**src/verilog/clock_switch_defs.svh**
```systemverilog
/*
  constants of the glitchless clock switch: counts and widths.
  assumes it is included by bare name from the package and the modules.
*/
`ifndef CLOCK_SWITCH_DEFS_SVH
`define CLOCK_SWITCH_DEFS_SVH

`define CS_NUM_OUT      10
`define CS_SYNC_W       16
`define CS_DRAIN_MAX    2'h3
`define CS_HOLD_MAX     2'h3
`define CS_SEL_A        1'h0
`define CS_PD_LAT_US    100
`define CS_CLK_MHZ      25
`define CS_PD_LAT_CYC   (`CS_PD_LAT_US * `CS_CLK_MHZ)

`endif

```
**src/verilog/clock_switch_pkg.sv**
```systemverilog
/*
  types of the glitchless clock switch.
  assumes clock_switch_defs.svh is on the include path.
*/
`default_nettype none
`include "clock_switch_defs.svh"

package clock_switch_pkg;

  typedef enum logic [1:0] {
    ST_RUN   = 2'h0,
    ST_DRAIN = 2'h1,
    ST_HOLD  = 2'h3
  } sw_state_t;

  typedef struct packed {
    logic input_select;
    logic force_select;
    logic disable_level_select;
    logic power_down_n;
  } ctrl_pins_t;

  typedef struct packed {
    logic [`CS_NUM_OUT-1:0] clock_output;
    logic [`CS_NUM_OUT-1:0] clock_output_n;
  } out_pair_t;

endpackage

`default_nettype wire

```
**src/verilog/pin_sync.sv**
```systemverilog
/*
  two flip-flop synchroniser for a vector of asynchronous pins.
  assumes one clock and a synchronous active-high reset.
*/
`default_nettype none

module pin_sync #(
  parameter int W = 1
) (
  input  wire logic         ref_clk,
  input  wire logic         reset,
  input  wire logic [W-1:0] async_in,
  output var  logic [W-1:0] sync_out
);

  logic [W-1:0] meta_ff;
  logic [W-1:0] nxt_meta;
  logic [W-1:0] sync_ff;
  logic [W-1:0] nxt_sync;

  always_comb begin
    nxt_meta = reset ? '0 : async_in;
    nxt_sync = reset ? '0 : meta_ff;
  end

  always_ff @(posedge ref_clk) begin
    meta_ff <= nxt_meta;
    sync_ff <= nxt_sync;
  end

  assign sync_out = sync_ff;

endmodule

`default_nettype wire

```
**src/verilog/glitchless_clock_switch.sv**
```systemverilog
/*
  glitchless two-input clock switch with forced selection, output
  gating to an idle level, power-down and ten replicated outputs.
  assumes both source clocks and all control pins are asynchronous to
  ref_clk and slower than a quarter of it; they are sampled by ref_clk.
*/
`default_nettype none
`include "clock_switch_defs.svh"

module glitchless_clock_switch
  import clock_switch_pkg::*;
(
  input  wire logic                   ref_clk,
  input  wire logic                   reset,
  input  wire logic                   clk_a_in,
  input  wire logic                   clk_b_in,
  input  wire ctrl_pins_t             ctrl_pins,
  input  wire logic [`CS_NUM_OUT-1:0] output_gate_n,
  output var  out_pair_t              out_pair
);

  function automatic logic rise(input logic cur, input logic prev);
    rise = cur & ~prev;
  endfunction

  logic [`CS_SYNC_W-1:0] sync_vec;
  logic                  clk_a_s;
  logic                  clk_b_s;
  ctrl_pins_t            ctrl_s;
  logic [`CS_NUM_OUT-1:0] gate_n_s;

  // all pins pass two flops before use
  pin_sync #(.W(`CS_SYNC_W)) u_sync (
    .ref_clk  (ref_clk),
    .reset    (reset),
    .async_in ({clk_a_in, clk_b_in, ctrl_pins, output_gate_n}),
    .sync_out (sync_vec)
  );

  assign clk_a_s  = sync_vec[15];
  assign clk_b_s  = sync_vec[14];
  assign ctrl_s   = sync_vec[13:10];
  assign gate_n_s = sync_vec[9:0];

  sw_state_t state_ff;
  sw_state_t nxt_state;
  logic      cur_sel_ff;
  logic      nxt_cur_sel;
  logic [1:0] cnt_ff;
  logic [1:0] nxt_cnt;
  logic      core_ff;
  logic      nxt_core;
  logic      force_d_ff;
  logic      nxt_force_d;
  logic      a_d_ff;
  logic      b_d_ff;
  logic      nxt_a_d;
  logic      nxt_b_d;

  logic old_clk;
  logic new_clk;
  logic old_prev;
  logic new_prev;
  logic force_rise;

  always_comb begin
    old_clk    = (cur_sel_ff == `CS_SEL_A) ? clk_a_s : clk_b_s;
    old_prev   = (cur_sel_ff == `CS_SEL_A) ? a_d_ff : b_d_ff;
    new_clk    = (ctrl_s.input_select == `CS_SEL_A) ? clk_a_s : clk_b_s;
    new_prev   = (ctrl_s.input_select == `CS_SEL_A) ? a_d_ff : b_d_ff;
    force_rise = ctrl_s.force_select & ~force_d_ff;
  end

  always_comb begin
    nxt_state   = state_ff;
    nxt_cur_sel = cur_sel_ff;
    nxt_cnt     = cnt_ff;
    nxt_core    = core_ff;
    nxt_force_d = ctrl_s.force_select;
    nxt_a_d     = clk_a_s;
    nxt_b_d     = clk_b_s;
    // a force edge wins over every state
    if (force_rise) begin
      // immediate low, restart from the selected input
      nxt_state   = ST_HOLD;
      nxt_core    = 1'h0;
      nxt_cnt     = 2'h0;
      nxt_cur_sel = ctrl_s.input_select;
    end else begin
      case (state_ff)
        ST_RUN: begin
          // run: core follows the chosen clock one edge late
          nxt_core = old_clk;
          if (ctrl_s.input_select != cur_sel_ff) begin
            if (ctrl_s.force_select) begin
              // old clock is never looked at again while forced
              nxt_state   = ST_HOLD;
              nxt_core    = 1'h0;
              nxt_cnt     = 2'h0;
              nxt_cur_sel = ctrl_s.input_select;
            end else begin
              nxt_state = ST_DRAIN;
              nxt_cnt   = 2'h0;
            end
          end
        end
        ST_DRAIN: begin
          // park low at a falling edge of the output
          nxt_core = old_clk & core_ff;
          if (rise(old_clk, old_prev)) begin
            nxt_cnt = cnt_ff + 2'h1;
          end
          if (!old_clk || cnt_ff == `CS_DRAIN_MAX) begin
            nxt_core    = 1'h0;
            nxt_state   = ST_HOLD;
            nxt_cnt     = 2'h0;
            nxt_cur_sel = ctrl_s.input_select;
          end
        end
        ST_HOLD: begin
          nxt_core = 1'h0;
          if (ctrl_s.input_select != cur_sel_ff) begin
            nxt_cur_sel = ctrl_s.input_select;
            nxt_cnt     = 2'h0;
          end else if (rise(new_clk, new_prev)) begin
            // low for at most three new cycles
            if (cnt_ff == `CS_HOLD_MAX - 2'h1) begin
              // restart on a rising edge, no short pulse
              nxt_core  = 1'h1;
              nxt_state = ST_RUN;
              nxt_cnt   = 2'h0;
            end else begin
              nxt_cnt = cnt_ff + 2'h1;
            end
          end
        end
        default: begin
          nxt_state = ST_HOLD;
          nxt_core  = 1'h0;
          nxt_cnt   = 2'h0;
        end
      endcase
    end
    // reset last: hold on input a with the core low
    if (reset) begin
      nxt_state   = ST_HOLD;
      nxt_cur_sel = `CS_SEL_A;
      nxt_cnt     = 2'h0;
      nxt_core    = 1'h0;
      nxt_force_d = 1'h0;
      nxt_a_d     = 1'h0;
      nxt_b_d     = 1'h0;
    end
  end

  // switch state registers only
  always_ff @(posedge ref_clk) begin
    state_ff   <= nxt_state;
    cur_sel_ff <= nxt_cur_sel;
    cnt_ff     <= nxt_cnt;
    core_ff    <= nxt_core;
    force_d_ff <= nxt_force_d;
    a_d_ff     <= nxt_a_d;
    b_d_ff     <= nxt_b_d;
  end

  logic [`CS_NUM_OUT-1:0] q_ff;
  logic [`CS_NUM_OUT-1:0] qn_ff;
  logic [`CS_NUM_OUT-1:0] nxt_q;
  logic [`CS_NUM_OUT-1:0] nxt_qn;

  genvar gi;
  generate
    for (gi = 0; gi < `CS_NUM_OUT; gi++) begin : g_out
      always_comb begin
        if (reset || !ctrl_s.power_down_n) begin
          // power-down: both lines high, zero swing
          nxt_q[gi]  = 1'h1;
          nxt_qn[gi] = 1'h1;
        end else if (gate_n_s[gi]) begin
          // same core clock on every output
          nxt_q[gi]  = core_ff;
          nxt_qn[gi] = ~core_ff;
        end else begin
          // disabled: static idle level
          nxt_q[gi]  = ctrl_s.disable_level_select;
          nxt_qn[gi] = ~ctrl_s.disable_level_select;
        end
      end
    end
  endgenerate

  always_ff @(posedge ref_clk) begin
    q_ff  <= nxt_q;
    qn_ff <= nxt_qn;
  end

  assign out_pair.clock_output   = q_ff;
  assign out_pair.clock_output_n = qn_ff;

endmodule

`default_nettype wire

```
**config.mk**
```make
export PLATFORM = sky130hd
export DESIGN_NAME = glitchless_clock_switch
export DESIGN_NICKNAME = d
export VERILOG_FILES = /design/src/verilog/clock_switch_pkg.sv /design/src/verilog/pin_sync.sv /design/src/verilog/glitchless_clock_switch.sv
export VERILOG_INCLUDE_DIRS = /design/src /design/src/verilog
export SDC_FILE = /design/constraint.sdc
export NUM_CORES = 1
export LEC_CHECK = 0
export BUFFER_PORTS_ARGS = -buffer_cell sky130_fd_sc_hd__buf_2
export CAP_MARGIN = 25
export CORE_ASPECT_RATIO = 0.5
export CORE_UTILIZATION = 45
export DETAILED_ROUTE_END_ITERATION = 16
export PLACE_DENSITY = 0.69
export REMOVE_ABC_BUFFERS = 1
export SLEW_MARGIN = 20
export SYNTH_ARGS = -nofsm -noshare
export SYNTH_HDL_FRONTEND = slang
export SYNTH_SLANG_ARGS = --single-unit
```
**constraint.sdc**
```tcl
create_clock -name ref_clk -period 3.61 [get_ports ref_clk]
set_input_delay 0 -clock ref_clk [delete_from_list [all_inputs] [get_ports ref_clk]]
set_output_delay 0 -clock ref_clk [all_outputs]
set_load 0.05 [all_outputs]
```
== Word level (Yosys, flattened, before mapping) ==
Cells that the tools add are included.

* Register bits: 61
* Logic and storage cells: 98

* Bitwise operators: 9
* Reductions and logical operators: 10
* $add $sub $neg: 1
* Muxes and demuxes: 51
* Equality and inequality tests: 16

{| class="wikitable"
|+ Operators by type and width
! operator !! count
|-
| 1-bit 2-to-1 mux || 35
|-
| 2-bit 2-to-1 mux || 12
|-
| 3-bit != test, second input constant || 5
|-
| 2-bit one-hot mux with 3 select lines || 2
|-
| 2-bit != test, second input constant || 5
|-
| 5-bit AND reduction || 2
|-
| 2-bit equality test, second input constant || 3
|-
| 1-bit one-hot mux with 3 select lines || 2
|-
| 1-bit NOT || 5
|-
| 1-bit bitwise AND || 4
|-
| 4-bit nonzero test || 1
|-
| 3-bit by 2-bit != test with 1-bit output, second input constant || 1
|-
| 3-bit AND reduction || 1
|-
| 2-bit by 1-bit adder with 2-bit output, second input constant || 1
|-
| 2-bit by 1-bit equality test with 1-bit output, second input constant || 1
|-
| 1-bit zero test || 2
|-
| 2-bit zero test || 1
|-
| 1-bit logical OR || 2
|-
| 2-bit OR reduction || 1
|-
| 1-bit != test || 1
|}

== Longest topological paths before layout ==
* Depth after elaboration: 6
* Gate-level depth with buffers: 5
* Gate-level depth less buffers: 5

== Modules after synthesis ==
Synthesis repeated with hierarchy kept, for this count alone.

* Cells, all modules: 197
* Area total of the unflattened synthesis: 2,169.6 sq um

{| class="wikitable"
|+ By module, submodules not included
! module !! times used !! area an instance (sq um) !! cells each
|-
| glitchless_clock_switch || 1 || 1,306.3 || 130
|-
| pin_sync || 1 || 863.3 || 67
|}

== Worst setup path after synthesis ==
No wires, ideal clock.

* Path kind: register to register
* Start point: reg cur_sel_ff
* End point: reg cnt_ff[0]
* Slack: 2,070 ps
* Data arrival time: 1,481 ps
* Cell stages (with the launch flop): 5
* Path buffers: 0
* Path through: dfxtp_1 mux2_2 and3b_4 a222oi_1 o221a_2

* Cells in the longest elaborated chain, start to end: 5

{| class="wikitable"
|+ Ends and longest elaborated chain
! item !! RTL line !! source
|-
| start, declared || glitchless_clock_switch.sv:47 || <nowiki>logic cur_sel_ff;</nowiki>
|-
| start signal, assigned || glitchless_clock_switch.sv:159 || <nowiki>cur_sel_ff <= nxt_cur_sel;</nowiki>
|-
| 1-bit 2-to-1 mux (on tied branches) || glitchless_clock_switch.sv:68, glitchless_clock_switch.sv:67 ||
|-
| 1-bit NOT / 1-bit zero test (equally long branches) || glitchless_clock_switch.sv:23, glitchless_clock_switch.sv:113 ||
|-
| 1-bit bitwise AND / 1-bit logical OR (equally long branches) || - ||
|-
| 3-bit != test (no source line) / 2-bit 2-to-1 mux (equally long branches) || - ||
|-
| 3-bit AND reduction (no source line) / 2-bit one-hot mux with 3 select lines (equally long branches) || - ||
|-
| end signal, assigned || glitchless_clock_switch.sv:160 || <nowiki>cnt_ff <= nxt_cnt;</nowiki>
|-
| end, declared || glitchless_clock_switch.sv:49 || <nowiki>logic [1:0] cnt_ff;</nowiki>
|}

Parallel ways exist; a longest one is shown, timed or not.
A chain may end at the register's enable or synchronous reset.

== Final worst setup path ==
Ends and elaborated chain as after synthesis.

==> key figures <==
Outcome
  • Status: finished clean

STA
  • Minimum clock period: around 1700 ps
  • RSZ-0062 raised after global routing: false
  • Setup Skew: about 5.2 ps
  • Worst rel slew slack: approximately 54%
  • Final Max Slew Viols: 0
  • Final setup vio count: 0
  • TNS Setup: 0 ps
  • Achievable Freq: about 580 MHz
  • Worst Tran Pin Value: 686 ps
  • Hold Fails Final Rpt: 0
  • Tcrit/Tclk final: roughly 48%

Yosys
  • Yosys top cell by area: dfxtp_1
  • Post-Synthesis Cells: around 190
  • Ys flop type: dfxtp_1
  • Post-synthesis cell type count: 30
  • Avg Cell Area, Syn: 11.0 um2
  • Post-synth EDFFs: 0
  • Synth Area in XOR/XNOR: less than 1%
  • Synth top area share: 57.2%
  • Synth Area in Compound Gates: 5.98%
  • Main combinational cell family by area after synthesis: simple AND/OR/NAND/NOR gates
  • Count leader, synth: dfxtp_1
  • FF+latch count, synth: approximately 60
  • Top post-synthesis cells by area: dfxtp_1, nor2b_1, mux2i_1, ha_1, nand2b_1
  • Synth Area in Simple Gates: between 20% and 30%
  • Post-synth ARST share: 0%
  • Post-Syn Area: between 0.002 and 0.0025 mm2
  • Sequential share of the synthesized area: between 50% and 60%
  • Synth Area in Adders: approximately 5.3%
  • Leading cell types by count after synthesis: dfxtp_1, nor2b_1, nand2b_1, mux2i_1, nand2_1
  • Ys Warns: 0
  • Multiplexer area fraction after synthesis: between 7 and 8%

Clock network
  • Clk Latency, worst-skew pair: approximately 340 ps
  • Max Root-Sink Buffers: 2
  • H-tree level count: 3
  • Clk sinks: around 60
  • CTS tree: done
  • CTS buffer count: 9
  • Root buffer cell: clkbuf_8
  • Post-cts sizing count: 0
  • Clock edge transition at the registers on the reported setup and hold paths: roughly 70 ps

Setup path
  • Worst reg2reg setup slack: about 1900 ps
  • Critical path's slowest cell: dfxtp_1
  • Critical path class: flop to flop
  • Max Fanout on Critical Path: 6
  • Largest stage delay, worst path: between 400 and 500 ps
  • Worst setup SP type: flop
  • Worst Path Arrival: about 2000 ps
  • Reg-to-Reg Start: cur_sel_ff$_SDFFE_PP0P_
  • RR Endpoint: cnt_ff[0]$_SDFFE_PP0P_
  • Worst Reg2Reg Path Length in Cells: 4
  • Critical Path RT: ~3900 ps
  • CP endpoint kind: flop
  • CP Cell Sequence: mux2_2, and3b_4, a222oi_1, o221a_2

Route
  • ANT nets after route: 0
  • Final wirelength: about 3400 um
  • DR pass1 iterations: 4
  • Avg WL per Cell: around 11 um
  • Vias: 1443
  • Iteration-0 DRC Markers: 35
  • Via-to-Cell Ratio: 4.61
  • Drt drc: 0

Finish
  • Syn-to-layout area delta: 29.0%
  • Number of nets in the layout: ~280
  • Ratio of cells with drive above 1 in the final layout: between 20% and 30%
  • # diodes: 0
  • Design Area, Final: 0.00275 mm2

Place
  • PortBufs: 37
  • Placer Congestion: ~0.8
  • Cell Area, Placed: 0.00237 mm2
  • Hpwl dp: ~2100 um

Power and ir drop
  • Pwr/cell area: just under 600 mW/mm2
  • Pleak: about 1.1 nW
  • VDD IR max: about 0.26 mV

Global route
  • First-pass GRT wire length: 5550 um
  • Vias in the first global route: around 1300
  • Grt total ovfl: 0
  • Pin count of the biggest net entering global routing: 41
  • GRT Util Overall: 15.2%
  • Initial antenna violation count: 0

Floorplan
  • Full die area: approximately 0.0050 mm2
  • Die Wd: 99.4 um
  • Core footprint: 0.00447 mm2
  • Starting Density: approximately 48%
  • Num rows: 17
  • I/O Pins: 38
  • Die Y: a little over 50 um

Min path
  • Hold Crit Start: reset
  • Hold-critical path endpoint: u_sync.sync_out[1]$_SDFF_PP0_
  • Hold Path Depth: 2
  • Hold WC Path Type: input pin to flop

Flow run
  • Max Cap Viol: 0
==> flip-flops by register name (all words and copies together) (netlist names), 2 cells and up <==
signal and count:
q_ff 10, u_sync.meta_ff 16, u_sync.sync_out 16, qn_ff 10
state_ff 2, cnt_ff 2
==> stage by stage <==
step | setup WS (ps) | total power, mW | hold WS (ps) | instances | utilization, %
6_report | 1890 | 1.61 | 199 | 313 | 61.6
5_1_grt | 1800 | 1.68 | 210 | 313 | 61.6
4_1_cts | 1920 | 1.63 | 191 | 313 | 61.6
3_5_place_dp | 1960 | 0.943 | 215 | 281 | 53.0
3_3_place_gp | 2010 | 0.936 | 208 | 281 | 53.0
2_1_floorplan | 2070 | 0.894 | 66.7 | 186 | -
==> worst max path at each step <==
| stage | start | end | slack [ps] |
|---|---|---|---|
| after global routing | cur_sel_ff$_SDFFE_PP0P_ | state_ff[1]$_SDFFE_PP1P_ | 1800 |
| after CTS | cur_sel_ff$_SDFFE_PP0P_ | cnt_ff[0]$_SDFFE_PP0P_ | 1920 |
| after global placement | cur_sel_ff$_SDFFE_PP0P_ | cnt_ff[0]$_SDFFE_PP0P_ | 2010 |
| final | cur_sel_ff$_SDFFE_PP0P_ | cnt_ff[0]$_SDFFE_PP0P_ | 1890 |
| after detailed placement | cur_sel_ff$_SDFFE_PP0P_ | cnt_ff[0]$_SDFFE_PP0P_ | 1960 |
| after floorplan | cur_sel_ff$_SDFFE_PP0P_ | cnt_ff[0]$_SDFFE_PP0P_ | 2070 |
==> worst max-delay path, delay by kind of cell (launching register included) <==
kind             cells  cell delay [ps]
flip-flops           1              440
multiplexers         1              380
AO/OA/AOI/OAI        2              640
AND/OR/NAND/NOR      1              210
==> layout make-up <==
type                       count  area (um2)
tap                           57        71.3
multi-input combinational    120         863
sequential                    61        1220
fill                         378        1720
inverter                       5        18.8
timing repair buffer          54         353
clock buffer                  11         141
clock inverter                 5        82.6
==> kinds of logic (layout without fill, tap and decap cells) <==
kind of cell             Yosys count  count (layout)
flip-flops                        61              61
XOR/XNOR                           1               1
AO/OA/AOI/OAI                     16              16
AND/OR/NAND/NOR                   79              79
buffers and inverters             13              75
adder cells (fa/ha/maj)            9               9
multiplexers                      15              15
==> cell usage in the layout (no fill, tap or decap), types with 2 or more instances in the layout <==
cell type,count
dfxtp_1,61
bufinv_16,2
and2_1,2
o221a_2,2
buf_2,37
a211oi_1,2
clkbuf_8,10
nor2b_1,36
o21ai_0,4
nand2b_1,15
ha_1,9
dlygate4sd3_1,16
inv_1,5
mux2_2,2
mux2i_1,13
nand2_1,11
o21a_1,2
nor2_1,7
==> timing repair <==
item,CTS,global route
buffers inserted,0,0
endpoints found under the hold margin,16,0
hold buffers,16,0
==> per-layer routing <==
layer | share of wire (%) | up-vias | global-route usage, % | routed length, um
li1 | - | 744 | - | -
met1 | 47 | 645 | 16.0 | 1590
met2 | 45 | 44 | 24.9 | 1550
met3 | 5.7 | 10 | 7.80 | 195
met4 | 2.4 | 0 | 8.58 | 83
met5 | 0 | - | 0 | 0
==> report_power, final <==
group | internal [mW] | total, mW | switching, mW
Combinational | 0.105 | 0.209 | 0.104
Sequential | 0.710 | 0.740 | 0.0297
Clock | 0.410 | 0.665 | 0.256
Total | 1.23 | 1.61 | 0.389
No activity file was read; power rests on OpenSTA's default activity.
